## src/inc/scpmc_regs.svh

```systemverilog
// Purpose: register offsets, field positions, reset values, timing
// Assumes: ref_clk at 40 MHz
// Notes:   definitions only
`ifndef SCPMC_REGS_SVH
`define SCPMC_REGS_SVH
`define SCPMC_ADDR_MODE     4'h0
`define SCPMC_ADDR_PWR      4'h4
`define SCPMC_ADDR_LVD      4'h8
`define SCPMC_ADDR_STAT     4'hc
`define SCPMC_HIGH_LOW_CLOCK_SELECT_BIT     0
`define SCPMC_IDLE_MODE_ENABLE_BIT     1
`define SCPMC_FSTEN_BIT     4
`define SCPMC_CKS_LSB       5
`define SCPMC_KEEP_BIT      0
`define SCPMC_WDTEN_BIT     1
`define SCPMC_WDTSUB_BIT    2
`define SCPMC_LOW_VOLTAGE_DETECT_ENABLE_BIT     0
`define SCPMC_STAT_FAST_BIT 4
`define SCPMC_MODE_RST      8'h03
`define SCPMC_MODE_WMASK    8'hf3
`define SCPMC_PWR_RST       8'h00
`define SCPMC_LVD_RST       1'h0
`define SCPMC_CKS_SLOW_MAX  3'h1
`define SCPMC_REF_NS        25
`define SCPMC_XTAL_NS       250
`define SCPMC_ERC_NS        125
`define SCPMC_INTERNAL_FAST_RC_NS       125
`define SCPMC_INTERNAL_SLOW_RC_NS       31250
`define SCPMC_WARM_TICKS    1024
`endif

```

## src/inc/scpmc_pkg.sv

```systemverilog
// Purpose: shared types of the clock and power mode block
// Assumes: nothing
// Notes:   mode codes also show in the status register
package scpmc_pkg;
  typedef enum logic [2:0] {
    MODE_FULL     = 3'b000,
    MODE_SLOW     = 3'b001,
    MODE_DEEP     = 3'b010,
    MODE_LIGHT    = 3'b011,
    MODE_IDLE_OFF = 3'b100,
    MODE_IDLE_ON  = 3'b101,
    MODE_WARM     = 3'b110
  } scpmc_mode_e;
  typedef enum logic [1:0] {
    SRC_CRYSTAL  = 2'b00,
    SRC_EXT_RC   = 2'b01,
    SRC_INT_FAST = 2'b10
  } scpmc_fast_src_e;
endpackage

```

## src/inc/scpmc_cfg_if.sv

```systemverilog
// Purpose: configuration and status between register file and core
// Assumes: single ref_clk domain
// Notes:   none
`timescale 1ns/10ps
interface scpmc_cfg_if;
  import scpmc_pkg::*;
  logic        high_low_clock_select;
  logic [2:0]  cks;
  logic        fast_wake;
  logic        idle_en;
  logic        keep_on;
  logic        wdt_en;
  logic        wdt_sub;
  logic        lvd_en;
  scpmc_mode_e mode;
  logic        fast_on;
  modport regs (output high_low_clock_select, cks, fast_wake, idle_en, keep_on, wdt_en, wdt_sub, lvd_en,
                input mode, fast_on);
  modport core (input high_low_clock_select, cks, fast_wake, idle_en, keep_on, wdt_en, wdt_sub, lvd_en,
                output mode, fast_on);
endinterface

```

## src/design/scpmc_top.sv

```systemverilog
// Purpose: system clock choice and power operating mode control
// Assumes: halt_req and wake_req come from core logic on ref_clk
// Notes:   all clocks leave as one-cycle enables on ref_clk
//
// Summary of operation
// System clock is fast or slow, chosen by the select bit and divide field.
// Fast clock source is crystal, external RC or internal RC, by strap.
// Divided fast clocks from 4 to 64 are offered as system clock.
// Switching to the slow clock stops the fast oscillator.
// Substitute and time-base clocks come from the slow internal RC.
// After wake-up the core may run from the substitute clock.
// Watchdog clock is the substitute clock or system clock over 4.
// Time-base clock feeds time-base interrupts and timer modules.
// Six modes: two running, four with the core stopped.
// Full speed runs from the fast oscillator divided 1 to 64.
// Slow run uses the slow RC with the fast clock off.
// Halt with idle enable low enters a sleep mode.
// Deep sleep stops core, substitute and watchdog clocks.
// Deep sleep is never entered while low voltage detect is enabled.
// Light sleep keeps substitute and watchdog clocks for LVD or watchdog.
// Halt with idle enable high and keep-on low enters idle clock off.
// Idle clock off stops the system oscillator and core clock.
// Idle clock off keeps timer clocks going, and the watchdog clock when taken from substitute.
// Idle clock off: watchdog clock off from system, on from substitute.
// Halt with idle enable and keep-on high keeps system clock running.
// Divide codes 000,001 pick slow; 010..110 pick fast over 64..4.
// Select bit high gives the undivided fast clock.
// Wake-up returns to the running mode and clock that were set.
//
// Decided for this implementation: register access over Avalon-MM and the register offsets.
`timescale 1ns/10ps
`include "scpmc_regs.svh"
module scpmc_top #(
  parameter int WAKE_FAST_TICKS = `SCPMC_WARM_TICKS  // Fast osc restart ticks
) (
  input  wire logic                       ref_clk,         // 40 MHz clock
  input  wire logic                       rst,             // Sync reset
  input  wire logic [3:0]                 avs_address,     // Byte address
  input  wire logic                       avs_read,        // Read strobe
  input  wire logic                       avs_write,       // Write strobe
  input  wire logic [31:0]                avs_writedata,   // Write data
  output logic      [31:0]                avs_readdata,    // Read data
  output logic                            avs_waitrequest, // Stall
  input  wire scpmc_pkg::scpmc_fast_src_e fast_src_strap,  // Fast osc option
  input  wire logic                       halt_req,        // Halt executed
  input  wire logic                       wake_req,        // Wake event
  output logic                            cpu_clk_en,      // Core clock pulse
  output logic                            sys_clk_en,      // System clock pulse
  output logic                            sub_clk_en,      // Substitute pulse
  output logic                            wdt_clk_en,      // Watchdog pulse
  output logic                            tbc_clk_en,      // Time-base pulse
  output logic                            fast_osc_on,     // Fast osc running
  output logic                            slow_osc_on,     // Slow osc running
  output scpmc_pkg::scpmc_mode_e          op_mode          // Current mode
);
  import scpmc_pkg::*;
  localparam logic [2:0] CKS_SLOW_MAX = `SCPMC_CKS_SLOW_MAX;

  scpmc_cfg_if cfg ();

  logic        fast_tick;
  logic        slow_tick;
  scpmc_mode_e next_mode;
  logic [5:0]  div_cnt;
  logic [1:0]  wdt_div;
  logic [15:0] warm_cnt;
  logic        warm_sub;
  logic        run_fast;
  scpmc_mode_e run_mode;
  logic        fdiv_tick;
  logic        sel_tick;
  logic        sys_tick;
  logic        cpu_tick;
  logic        warm_done;

  // ***************************************************
  // Helpers
  // ***************************************************
  function automatic logic [5:0] div_mask(input logic [2:0] cks);
    case (cks)
      3'h2:    div_mask = 6'h3f;
      3'h3:    div_mask = 6'h1f;
      3'h4:    div_mask = 6'h0f;
      3'h5:    div_mask = 6'h07;
      default: div_mask = 6'h03;
    endcase
  endfunction

  function automatic scpmc_mode_e halt_target(input logic idle_en, input logic keep_on,
                                              input logic lvd_en, input logic wdt_en,
                                              input logic wdt_sub);
    if (idle_en)
      halt_target = keep_on ? MODE_IDLE_ON : MODE_IDLE_OFF;
    else if (lvd_en || (wdt_en && wdt_sub))
      halt_target = MODE_LIGHT;
    else
      halt_target = MODE_DEEP;
  endfunction

  function automatic logic fast_need(input scpmc_mode_e m, input logic rf);
    fast_need = (m == MODE_FULL) || (m == MODE_WARM) || ((m == MODE_IDLE_ON) && rf);
  endfunction

  // ***************************************************
  // Submodules
  // ***************************************************
  scpmc_avmm u_avmm (
    .ref_clk         (ref_clk),
    .rst             (rst),
    .avs_address     (avs_address),
    .avs_read        (avs_read),
    .avs_write       (avs_write),
    .avs_writedata   (avs_writedata),
    .avs_readdata    (avs_readdata),
    .avs_waitrequest (avs_waitrequest),
    .cfg             (cfg.regs)
  );

  scpmc_clkgen u_clkgen (
    .ref_clk   (ref_clk),
    .rst       (rst),
    .src_pin   (fast_src_strap),
    .fast_run  (fast_osc_on),
    .slow_run  (slow_osc_on),
    .fast_tick (fast_tick),
    .slow_tick (slow_tick)
  );

  assign cfg.mode    = op_mode;
  assign cfg.fast_on = fast_osc_on;

  // ***************************************************
  // System clock selection
  // ***************************************************
  assign run_fast = cfg.high_low_clock_select || (cfg.cks > CKS_SLOW_MAX);
  assign run_mode = run_fast ? MODE_FULL : MODE_SLOW;

  always_ff @(posedge ref_clk)
  begin
    if (rst)
      div_cnt <= 6'h00;
    else if (fast_tick)
      div_cnt <= div_cnt + 6'h01;
  end

  assign fdiv_tick = fast_tick && ((div_cnt & div_mask(cfg.cks)) == div_mask(cfg.cks));

  always_comb
  begin
    if (cfg.high_low_clock_select)
      sel_tick = fast_tick;
    else if (cfg.cks <= CKS_SLOW_MAX)
      sel_tick = slow_tick;
    else
      sel_tick = fdiv_tick;
  end

  always_comb
  begin
    case (op_mode)
      MODE_FULL, MODE_SLOW:
      begin
        sys_tick = sel_tick;
        cpu_tick = sel_tick;
      end
      MODE_IDLE_ON:
      begin
        sys_tick = sel_tick;
        cpu_tick = 1'b0;
      end
      MODE_WARM:
      begin
        sys_tick = warm_sub && slow_tick;
        cpu_tick = warm_sub && slow_tick;
      end
      default:
      begin
        sys_tick = 1'b0;
        cpu_tick = 1'b0;
      end
    endcase
  end

  // ***************************************************
  // Mode sequencing
  // ***************************************************
  assign warm_done = fast_tick && (warm_cnt == 16'(WAKE_FAST_TICKS - 1));

  always_comb
  begin
    case (op_mode)
      MODE_FULL, MODE_SLOW:
        if (halt_req)
          next_mode = halt_target(cfg.idle_en, cfg.keep_on, cfg.lvd_en,
                                  cfg.wdt_en, cfg.wdt_sub);
        else
          next_mode = run_mode;
      MODE_DEEP, MODE_LIGHT, MODE_IDLE_OFF:
        if (wake_req)
          next_mode = run_fast ? MODE_WARM : MODE_SLOW;
        else
          next_mode = op_mode;
      MODE_IDLE_ON:
        next_mode = wake_req ? run_mode : MODE_IDLE_ON;
      MODE_WARM:
        if (!run_fast || warm_done)
          next_mode = run_mode;
        else
          next_mode = MODE_WARM;
      default:
        next_mode = MODE_FULL;
    endcase
  end

  always_ff @(posedge ref_clk)
  begin
    if (rst)
      op_mode <= MODE_FULL;
    else
      op_mode <= next_mode;
  end

  // Substitute clock only helps if it survived the sleep
  always_ff @(posedge ref_clk)
  begin
    if (rst)
      warm_sub <= 1'b0;
    else if (next_mode == MODE_WARM && op_mode != MODE_WARM)
      warm_sub <= cfg.fast_wake && (op_mode != MODE_DEEP);
  end

  always_ff @(posedge ref_clk)
  begin
    if (rst || op_mode != MODE_WARM)
      warm_cnt <= 16'h0000;
    else if (fast_tick)
      warm_cnt <= warm_cnt + 16'h0001;
  end

  always_ff @(posedge ref_clk)
  begin
    if (rst)
    begin
      fast_osc_on <= 1'b1;
      slow_osc_on <= 1'b1;
    end
    else
    begin
      fast_osc_on <= fast_need(next_mode, run_fast);
      slow_osc_on <= (next_mode != MODE_DEEP);
    end
  end

  // ***************************************************
  // Peripheral clock enables
  // ***************************************************
  always_ff @(posedge ref_clk)
  begin
    if (rst)
      wdt_div <= 2'h0;
    else if (sys_tick)
      wdt_div <= wdt_div + 2'h1;
  end

  always_ff @(posedge ref_clk)
  begin
    if (rst)
    begin
      cpu_clk_en <= 1'b0;
      sys_clk_en <= 1'b0;
      sub_clk_en <= 1'b0;
      wdt_clk_en <= 1'b0;
      tbc_clk_en <= 1'b0;
    end
    else
    begin
      cpu_clk_en <= cpu_tick;
      sys_clk_en <= sys_tick;
      sub_clk_en <= slow_tick && (op_mode != MODE_DEEP);
      if (cfg.wdt_sub)
        wdt_clk_en <= slow_tick && (op_mode != MODE_DEEP);
      else
        wdt_clk_en <= sys_tick && (wdt_div == 2'h3);
      tbc_clk_en <= slow_tick && (op_mode != MODE_DEEP) && (op_mode != MODE_LIGHT);
    end
  end
endmodule

```

## src/design/scpmc_clkgen.sv

```systemverilog
// Purpose: oscillator tick generation on ref_clk
// Assumes: fast source strap is static after reset
// Notes:   each oscillator is an enable pulse, stopped when not run
`timescale 1ns/10ps
`include "scpmc_regs.svh"
module scpmc_clkgen (
  input  wire logic                       ref_clk,   // System clock
  input  wire logic                       rst,       // Sync reset
  input  wire scpmc_pkg::scpmc_fast_src_e src_pin,   // Fast source strap
  input  wire logic                       fast_run,  // Fast osc enable
  input  wire logic                       slow_run,  // Slow osc enable
  output logic                            fast_tick, // Fast osc pulse
  output logic                            slow_tick  // Slow osc pulse
);
  import scpmc_pkg::*;
  localparam logic [3:0]  XTAL_LIM = 4'(`SCPMC_XTAL_NS / `SCPMC_REF_NS - 1);
  localparam logic [3:0]  ERC_LIM  = 4'(`SCPMC_ERC_NS / `SCPMC_REF_NS - 1);
  localparam logic [3:0]  INTERNAL_FAST_RC_LIM = 4'(`SCPMC_INTERNAL_FAST_RC_NS / `SCPMC_REF_NS - 1);
  localparam logic [10:0] SLOW_LIM = 11'(`SCPMC_INTERNAL_SLOW_RC_NS / `SCPMC_REF_NS - 1);
  logic [1:0]  src_s1;
  logic [1:0]  src_s2;
  logic [1:0]  src_cap;
  logic        cap_done;
  logic [3:0]  fast_lim;
  logic [3:0]  fast_cnt;
  logic [10:0] slow_cnt;
  // Source is a configuration option, caught once after reset
  always_ff @(posedge ref_clk)
  begin
    src_s1 <= src_pin;
    src_s2 <= src_s1;
    if (rst)
    begin
      cap_done <= 1'b0;
      src_cap  <= SRC_CRYSTAL;
    end
    else if (!cap_done)
    begin
      cap_done <= 1'b1;
      src_cap  <= src_s2;
    end
  end
  always_comb
  begin
    case (src_cap)
      SRC_EXT_RC:   fast_lim = ERC_LIM;
      SRC_INT_FAST: fast_lim = INTERNAL_FAST_RC_LIM;
      default:      fast_lim = XTAL_LIM;
    endcase
  end
  always_ff @(posedge ref_clk)
  begin
    if (rst || !fast_run || !cap_done)
    begin
      fast_cnt  <= 4'h0;
      fast_tick <= 1'b0;
    end
    else
    begin
      fast_tick <= (fast_cnt == fast_lim);
      fast_cnt  <= (fast_cnt == fast_lim) ? 4'h0 : fast_cnt + 4'h1;
    end
  end
  always_ff @(posedge ref_clk)
  begin
    if (rst || !slow_run)
    begin
      slow_cnt  <= 11'h000;
      slow_tick <= 1'b0;
    end
    else
    begin
      slow_tick <= (slow_cnt == SLOW_LIM);
      slow_cnt  <= (slow_cnt == SLOW_LIM) ? 11'h000 : slow_cnt + 11'h001;
    end
  end
endmodule

```

## src/design/scpmc_avmm.sv

```systemverilog
// Purpose: Avalon-MM register file for mode and power control
// Assumes: one word per register, byte addresses
// Notes:   every access answers one cycle after it is seen
`timescale 1ns/10ps
`include "scpmc_regs.svh"
module scpmc_avmm (
  input  wire logic        ref_clk,         // System clock
  input  wire logic        rst,             // Sync reset
  input  wire logic [3:0]  avs_address,     // Byte address
  input  wire logic        avs_read,        // Read strobe
  input  wire logic        avs_write,       // Write strobe
  input  wire logic [31:0] avs_writedata,   // Write data
  output logic      [31:0] avs_readdata,    // Read data
  output logic             avs_waitrequest, // Stall
  scpmc_cfg_if.regs        cfg              // Config out, status in
);
  import scpmc_pkg::*;
  logic [7:0]  mode_reg;
  logic [7:0]  pwr_reg;
  logic        lvd_reg;
  logic [31:0] rd_val;
  always_ff @(posedge ref_clk)
  begin
    if (rst)
      avs_waitrequest <= 1'b1;
    else
      avs_waitrequest <= !((avs_read || avs_write) && avs_waitrequest);
  end
  // Write lands on the edge where waitrequest is seen low
  always_ff @(posedge ref_clk)
  begin
    if (rst)
    begin
      mode_reg <= `SCPMC_MODE_RST;
      pwr_reg  <= `SCPMC_PWR_RST;
      lvd_reg  <= `SCPMC_LVD_RST;
    end
    else if (avs_write && !avs_waitrequest)
    begin
      case (avs_address)
        `SCPMC_ADDR_MODE: mode_reg <= avs_writedata[7:0] & `SCPMC_MODE_WMASK;
        `SCPMC_ADDR_PWR:  pwr_reg  <= avs_writedata[7:0];
        `SCPMC_ADDR_LVD:  lvd_reg  <= avs_writedata[`SCPMC_LOW_VOLTAGE_DETECT_ENABLE_BIT];
        default:          lvd_reg  <= lvd_reg;
      endcase
    end
  end
  always_comb
  begin
    case (avs_address)
      `SCPMC_ADDR_MODE: rd_val = {24'h000000, mode_reg};
      `SCPMC_ADDR_PWR:  rd_val = {24'h000000, pwr_reg};
      `SCPMC_ADDR_LVD:  rd_val = {31'h00000000, lvd_reg};
      `SCPMC_ADDR_STAT: rd_val = {27'h0000000, cfg.fast_on, 1'b0, cfg.mode};
      default:          rd_val = 32'h00000000;
    endcase
  end
  always_ff @(posedge ref_clk)
  begin
    if (rst)
      avs_readdata <= 32'h00000000;
    else if (avs_read && avs_waitrequest)
      avs_readdata <= rd_val;
  end
  assign cfg.high_low_clock_select     = mode_reg[`SCPMC_HIGH_LOW_CLOCK_SELECT_BIT];
  assign cfg.idle_en   = mode_reg[`SCPMC_IDLE_MODE_ENABLE_BIT];
  assign cfg.fast_wake = mode_reg[`SCPMC_FSTEN_BIT];
  assign cfg.cks       = mode_reg[`SCPMC_CKS_LSB +: 3];
  assign cfg.keep_on   = pwr_reg[`SCPMC_KEEP_BIT];
  assign cfg.wdt_en    = pwr_reg[`SCPMC_WDTEN_BIT];
  assign cfg.wdt_sub   = pwr_reg[`SCPMC_WDTSUB_BIT];
  assign cfg.lvd_en    = lvd_reg;
endmodule

```

## config.mk

```make
export PLATFORM = sky130hd
export DESIGN_NAME = scpmc_top
export DESIGN_NICKNAME = d
export VERILOG_FILES = /design/src/inc/scpmc_pkg.sv /design/src/inc/scpmc_cfg_if.sv /design/src/design/scpmc_top.sv /design/src/design/scpmc_clkgen.sv /design/src/design/scpmc_avmm.sv
export VERILOG_INCLUDE_DIRS = /design/src /design/src/inc
export SDC_FILE = /design/constraint.sdc
export NUM_CORES = 1
export LEC_CHECK = 0
export BUFFER_PORTS_ARGS = -buffer_cell sky130_fd_sc_hd__buf_4
export CORE_ASPECT_RATIO = 1.5
export CORE_UTILIZATION = 58
export CTS_CLUSTER_DIAMETER = 40
export DETAILED_ROUTE_END_ITERATION = 8
export PLACE_DENSITY = 0.85
export SYNTH_ARGS = -nofsm -noshare
export SYNTH_HDL_FRONTEND = slang
export SYNTH_HIERARCHICAL = 1
export SYNTH_SLANG_ARGS = --single-unit
```

## constraint.sdc

```tcl
create_clock -name ref_clk -period 4.3 [get_ports ref_clk]
set_clock_uncertainty 0.1 [all_clocks]
set_input_delay 0.645 -clock ref_clk [delete_from_list [all_inputs] [get_ports ref_clk]]
set_output_delay 0.645 -clock ref_clk [all_outputs]
set_load 0.01 [all_outputs]
```

==> results_dict.tcl, run 1 <==
set metrics [dict create \
    start_util_pct 59.6 \
    ys.flop_type "dfxtp_1" \
    synthArstFlopShare_pct 0 \
    core_um2 6440 \
    n_fill_cell 561 \
    hold_violations 0 \
    h-tree-depth 3 \
    cts_tree "done" \
    synthSimpleGateAreaFrac_pct 22.8 \
    ys_seq_area_share_pct 43.3 \
    yosysTopAreaCell "dfxtp_1" \
    ant_nets 0 \
    rsz0062_at_grt "false" \
    cts_made_buffers 9 \
    ys_seq_elements 83 \
    max_freq_mhz 444 \
    worstMarginPinSlew_ps 624 \
    setup_violations 0 \
    initialDrtViolationCount 171 \
    gp_congestion 0.853 \
    grt_pass1_wl_um 13100 \
    power_density_nw_per_um2 356 \
    nNetsFinal 508 \
    gr-total-overflow 0 \
    post_synth_num_cell_types 66 \
    post-place-cells 523 \
    min_from "u_clkgen/src_s1[1]" \
    die_h_um 102 \
    synth_top_area_share_pct 43.3 \
    dieArea_um2 6960 \
    ff_latch_area_um2 1660 \
    ir_drop_mv 0.280 \
    finalCriticalPeriod_ps 2250 \
    ioPinCount 87 \
    crit_fanout 11 \
    regMostFlops "warm_cnt" \
    num_vias 3141 \
    fin_cells 539 \
    avgRoutedWirePerCell_um 14.6 \
    power_mw 1.52 \
    first_pass_iters 4 \
    synthXorXnorAreaFrac_pct 5.70 \
    clkSinkCount 83 \
    root_buffer "clkbuf_8" \
    area_growth_pct 10.8 \
    hold_buffers 0 \
    antenna_found_initial 0 \
    drive_above_1_share_pct 16.8 \
    cts.path.max_buffers 2 \
    syn_area_um2 3840 \
    grt_start_max_net_pins 43 \
    routed_via_density 5.83 \
    synth_edf_count 0 \
    place_hpwl_um 5660 \
    synth.mux.area_fraction_pct 4.04 \
    worstPathRequired_ps 4500 \
    largest_reg_flops 16 \
    multi_input_comb_area_um2 1940 \
    drc 0 \
    maxCapViolCount 0 \
    die_w_um 68.4 \
    finalCritPeriodShare_pct 52.4 \
    cp-end-kind "flip-flop" \
    outcome "complete, no violations" \
    grtUsageTotal_pct 25.1 \
    clkTransAtPathRegs_ps 80 \
    netlist_instances 426 \
    clk_latency_ps 360 \
    syn_area_per_cell_um2 9.01 \
    postCtsSetupBuffers 0 \
    grt_pass1_vias 3055 \
    row_count 36 \
    r2r_start "u_clkgen/fast_tick" \
    synth_area_leaders "dfxtp_1, buf_4, a21oi_1, nor2_1, nand3_1" \
    hp-class "reg2reg" \
    synth_compound_area_share_pct 13.8 \
    setup_ws_ps 2050 \
    totalWireLength_um 7870 \
    crit_arrival_ps 2460 \
    cts_resized 0 \
    ys.warnings.count 6 \
    synthAdderAreaFrac_pct 1.96 \
    portBuffers 38 \
    reg_top3 "warm_cnt x16, u_clkgen/slow_cnt x11" \
    slew_headroom_pct 58.1 \
    leakage_nw 1.56 \
    insertedDiodeCount 0 \
    fin_setup_tns_ps 0 \
    dp_slack_ps 2030 \
    synth_most_common_cell "dfxtp_1" \
    netlist_top_cells_count "dfxtp_1, nor2_1, a21oi_1, nand3_1, buf_4" \
    startpoint "u_clkgen/fast_tick" \
    worstSetupPathType "reg2reg" \
    cp-start-kind "flip-flop" \
    synth_top_family_by_area "simple AND/OR/NAND/NOR gates" \
    drv_slew 0 \
]
report_power, final:
group	leakage, nW	switching (mW)	total (mW)	internal (mW)
combinational	0.790	0.0739	0.127	0.0532
clock	0.102	0.277	0.577	0.301
sequential	0.673	0.0267	0.810	0.784
cell usage in the layout (no fill, tap or decap), drive strengths merged, types with 3 or more instances in the layout:
| cell type | count |
|---|---|
| mux2 | 7 |
| a21oi | 36 |
| nand3 | 30 |
| o31ai | 5 |
| nor2 | 44 |
| or4 | 4 |
| nand4 | 9 |
| or4b | 3 |
| nand2 | 23 |
| and4 | 4 |
| ha | 6 |
| buf | 40 |
| o21ai | 28 |
| xnor2 | 12 |
| mux2i | 5 |
| conb | 24 |
| or3 | 10 |
| clkbuf | 11 |
| nor3 | 9 |
| nor3b | 4 |
| dfxtp | 83 |
| inv | 13 |
| xor2 | 13 |
| nand2b | 3 |
per-stage QoR:
| step | instance area (um^2) | utilization, % | hold WS (ps) |
|---|---|---|---|
| 6_report | 4260 | 66.1 | 233 |
| 5_1_grt | 4260 | 66.1 | 252 |
| 4_1_cts | 4260 | 66.1 | 236 |
| 3_5_place_dp | 4050 | 62.8 | 216 |
| 3_3_place_gp | 4050 | 62.8 | 211 |
| 2_1_floorplan | 3930 | - | 210 |
critical path: stages, from the launching register on:
cell and delay (ps):
dfxtp_1 580, nand4_1 300, or4_4 520, o21ai_2 220, nand2_1 100, nor4_1 250, a211o_1 130
cell families after synthesis:
family | Yosys count
fa+ha+maj | 6
other cells | 1
compound gates | 84
mux | 13
flops | 83
buf+inv | 54
simple gates | 160
xor+xnor | 25
path summary, 6_finish.rpt:
check | cells past startpoint | slack (ps) | endpoint
worst min register to register | 0 | 230 | u_clkgen/src_s2[1]
worst min-delay path | 0 | 230 | u_clkgen/src_s2[1]
worst max-delay path | 6 | 2050 | fast_osc_on
worst max register to register | 6 | 2050 | fast_osc_on
layout make-up:
cell class	instances	area share [%]
Clock buffer	11	3.56
Tap cell	76	2.23
Clock inverter	5	1.38
Inverter	12	1.06
Sequential cell	83	39.0
Multi-Input combinational cell	312	45.7
Timing Repair Buffer	40	7.06
per-layer routing:
layer / GRT usage [%] / wire length [um]
met2: 42.8 / 4240
met3: 6.98 / 418
met4: 13.6 / 206
met5: 0 / 0
met1: 27.1 / 3010
Note: power is estimated with default switching activity, not from simulation.
==> run 2: changes to the inputs <==
CORE_UTILIZATION = 54   (was 58)
PLACE_DENSITY = 0.8   (was 0.85)
clock period = 2.2 ns   (was 4.3 ns; I/O delays follow)
==> results_dict.tcl, run 2 (same netlist as run 1, synthesis figures left out) <==
set metrics [dict create \
    cp-start-kind "flip-flop" \
    outcome "complete, no violations" \
    post-place-cells 530 \
    drive_above_1_share_pct 17.3 \
    dieArea_um2 7460 \
    grt_start_max_net_pins 43 \
    portBuffers 38 \
    n_fill_cell 592 \
    ir_drop_mv 0.551 \
    insertedDiodeCount 0 \
    antenna_found_initial 0 \
    die_w_um 70.9 \
    cts.path.max_buffers 2 \
    avgRoutedWirePerCell_um 14.2 \
    row_count 37 \
    worstSetupPathType "reg2reg" \
    totalWireLength_um 7740 \
    grtUsageTotal_pct 21.6 \
    leakage_nw 1.58 \
    power_density_nw_per_um2 656 \
    num_vias 3113 \
    core_um2 6850 \
    regMostFlops "warm_cnt" \
    hold_violations 0 \
    ant_nets 0 \
    clkTransAtPathRegs_ps 80 \
    first_pass_iters 7 \
    max_freq_mhz 510 \
    setup_violations 0 \
    crit_arrival_ps 2170 \
    hp-class "in2reg" \
    fin_setup_tns_ps 0 \
    layout_commonest_cell "dfxtp_1" \
    drv_slew 0 \
    worstPathRequired_ps 2410 \
    grt_pass1_vias 2918 \
    area_growth_pct 11.3 \
    ioPinCount 87 \
    fin_cells 547 \
    largest_reg_flops 16 \
    initialDrtViolationCount 163 \
    place_hpwl_um 5520 \
    crit_fanout 4 \
    rsz0062_at_grt "false" \
    postCtsSetupBuffers 0 \
    nNetsFinal 515 \
    finalCritPeriodShare_pct 89.2 \
    cts_tree "done" \
    clkSinkCount 83 \
    worstMarginPinSlew_ps 662 \
    layout.cells.most_common_list "dfxtp_1, buf_4, nor2_1" \
    drc 0 \
    start_util_pct 56.0 \
    routed_via_density 5.69 \
    finalCriticalPeriod_ps 1960 \
    reg_top3 "warm_cnt x16, u_clkgen/slow_cnt x11" \
    hold_buffers 2 \
    root_buffer "clkbuf_8" \
    gr-total-overflow 0 \
    h-tree-depth 3 \
    cp-end-kind "flip-flop" \
    slew_headroom_pct 55.7 \
    die_h_um 105 \
    clk_latency_ps 360 \
    gp_congestion 0.856 \
    grt_pass1_wl_um 12600 \
    maxCapViolCount 0 \
    cts_resized 0 \
    cts_made_buffers 9 \
]
==> run 2: cell type report <==
class	count	area, um^2	area share (%)
Clock buffer	11	141	3.31
Clock inverter	4	26.3	0.615
Inverter	12	45.0	1.05
Multi-Input combinational cell	312	1940	45.5
Sequential cell	83	1660	38.9
Tap cell	78	97.6	2.28
Timing Repair Buffer	47	358	8.37
==> run 2: worst max-delay path, stage by stage (launching register included) <==
cell	delay, ps
dfxtp_1	380
ha_1	190
nand4_1	120
or4_4	460
o21ai_2	200
nand2_1	80
nor4_1	240
a211o_1	130
==> run 2: report_power, final <==
group	total [mW]	switching (mW)	internal, mW
Combinational	0.269	0.157	0.112
Sequential	1.57	0.0387	1.53
Clock	0.964	0.530	0.435
Total	2.80	0.726	2.08
==> run 2: worst paths after layout <==
check                           depth (start not counted)                endpoint                from  slack (ps)
worst max-delay path                                    7             fast_osc_on         warm_cnt[0]         240
worst min-delay path                                    2  u_avmm/avs_waitrequest           avs_write          90
worst max register to register                          7             fast_osc_on         warm_cnt[0]         240
worst min register to register                          0      u_clkgen/src_s2[0]  u_clkgen/src_s1[0]         230
==> run 2: per-layer routing <==
layer	wire length, um	GRT usage, %
met5	0	0
met4	247	13.6
met3	345	4.78
met2	4060	37.3
met1	3090	23.5
==> run 2: through the flow <==
step	hold WS (ps)	utilization (%)	cell area (um^2)	worst slack, ps	total power, mW
after floorplan	210	-	3930	323	1.81
after global placement	210	59.6	4090	299	1.86
after detailed placement	214	59.6	4090	270	1.87
after CTS	86.7	62.4	4270	242	2.82
after global routing	109	62.4	4270	97.9	2.91
final	86.7	62.4	4270	238	2.80
==> run 3: changes to the inputs <==
PLACE_DENSITY = 0.9   (was 0.8)
==> results_dict.tcl, run 3 (same netlist as run 1, synthesis figures left out) <==
set metrics [dict create \
    outcome "finished with violations" \
    violations "DRC" \
    core_um2 6850 \
    fin_setup_tns_ps 0 \
    ant_nets 0 \
    dieArea_um2 7460 \
    reg_top3 "warm_cnt x16, u_clkgen/slow_cnt x11" \
    grt_start_max_net_pins 29 \
    min_from "avs_write" \
    fin_cells 548 \
    portBuffers 38 \
    crit_arrival_ps 2150 \
    insertedDiodeCount 0 \
    first_pass_iters 9 \
    place_hpwl_um 5660 \
    avgRoutedWirePerCell_um 15.4 \
    row_count 37 \
    layout.cells.most_common_list "dfxtp_1, buf_4, nor2_1" \
    whs_path_depth 2 \
    ir_drop_mv 0.645 \
    largest_reg_flops 16 \
    setup_violations 0 \
    worstSetupPathType "reg2reg" \
    antenna_found_initial 0 \
    gr-total-overflow 0 \
    crit_fanout 6 \
    grt_pass1_wl_um 14000 \
    start_util_pct 56.0 \
    cp-start-kind "flip-flop" \
    finalCritPeriodShare_pct 89.5 \
    regMostFlops "warm_cnt" \
    die_h_um 105 \
    power_density_nw_per_um2 686 \
    clk_latency_ps 360 \
    hold_violations 0 \
    hp-class "in2reg" \
    hold_end "u_avmm/avs_waitrequest" \
    cts_tree "done" \
    grt_pass1_vias 3102 \
    placed_area_um2 4090 \
    routed_via_density 5.88 \
    clkSinkCount 83 \
    cp-end-kind "flip-flop" \
    postCtsSetupBuffers 0 \
    clkTransAtPathRegs_ps 90 \
    rsz0062_at_grt "false" \
    max_freq_mhz 508 \
    cts_made_buffers 9 \
    ioPinCount 87 \
    drv_slew 0 \
    leakage_nw 1.60 \
    gp_congestion 0.847 \
    design_area_um2 4310 \
    r2r_start "op_mode[2]" \
    worstMarginPinSlew_ps 579 \
    layout_commonest_cell "dfxtp_1" \
    reg2reg_slack_ps 230 \
    maxCapViolCount 0 \
    n_fill_cell 547 \
    finalCriticalPeriod_ps 1970 \
    worstPathRequired_ps 2380 \
    area_growth_pct 12.1 \
    rr_endpoint "warm_sub" \
    r2r_cells 5 \
    cts.path.max_buffers 2 \
    nNetsFinal 515 \
    totalWireLength_um 8410 \
    initialDrtViolationCount 199 \
    drive_above_1_share_pct 17.4 \
    root_buffer "clkbuf_8" \
    h-tree-depth 3 \
    post-place-cells 530 \
    drc 2 \
    slew_headroom_pct 61.1 \
    grtUsageTotal_pct 23.9 \
    num_vias 3224 \
    die_w_um 70.9 \
]
run 3: cell count changes in the layout (fill, tap and decap cells not counted), sizes merged:
cell / previous run / this run
bufinv: 0 / 1
clkbuf: 11 / 10
clkinvlp: 1 / 0
inv: 13 / 15
run 3: worst max-delay path by stage:
stage | startpoint | to | slack [ps] | cells after the start
after detailed placement | halt_req | warm_sub | 240 | 6
after floorplan | warm_cnt[0] | fast_osc_on | 320 | 7
after global routing | u_avmm/mode_reg[6] | fast_osc_on | 5 | 6
after global placement | halt_req | warm_sub | 310 | 6
final | op_mode[2] | warm_sub | 230 | 5
after CTS | warm_cnt[0] | fast_osc_on | 230 | 7
run 3: cell type report:
cell class / count / area (um^2) / area share [%]
multi-input combinational: 312 / 1940 / 45.1
sequential: 83 / 1660 / 38.6
timing repair buffer: 47 / 358 / 8.31
clock buffer: 10 / 128 / 2.96
tap: 78 / 97.6 / 2.27
clock inverter: 6 / 72.6 / 1.69
inverter: 12 / 45.0 / 1.05
run 3: timing repair:
item | CTS | global route
gates resized for setup | 0 | 0
hold endpoints to repair | 2 | 0
hold buffers | 2 | 0
run 3: critical path, cell delays in order, from the launching register on:
cell     delay, ps
dfxtp_1        350
or4b_4         570
o41ai_4         80
nor2_4         100
or4b_1         530
a21oi_1        170
run 3: power breakdown:
group | total (mW) | switching, mW | internal, mW | leakage, nW
clock | 1.11 | 0.566 | 0.541 | 0.103
sequential | 1.57 | 0.0383 | 1.53 | 0.673
combinational | 0.279 | 0.165 | 0.113 | 0.823
total | 2.96 | 0.769 | 2.19 | 1.60
run 3: routing by layer:
layer	routed length [um]	GRT usage, %	vias to the layer above	part of all wire, %
li1	-	-	1537	-
met2	4290	41.8	157	51
met1	3220	25.7	1490	38
met5	0	0	-	0
met4	374	14.9	0	4.4
met3	532	5.45	40	6.3
run 3: through the flow:
stage | hold WS, ps | power (mW) | utilization, % | setup slack (ps)
after floorplan | 210 | 1.81 | - | 323
after global placement | 210 | 1.86 | 59.6 | 307
after detailed placement | 219 | 1.87 | 59.6 | 242
after CTS | 82.4 | 2.96 | 62.8 | 234
after global routing | 101 | 3.07 | 62.8 | 5.03
final | 86.7 | 2.96 | 62.8 | 232
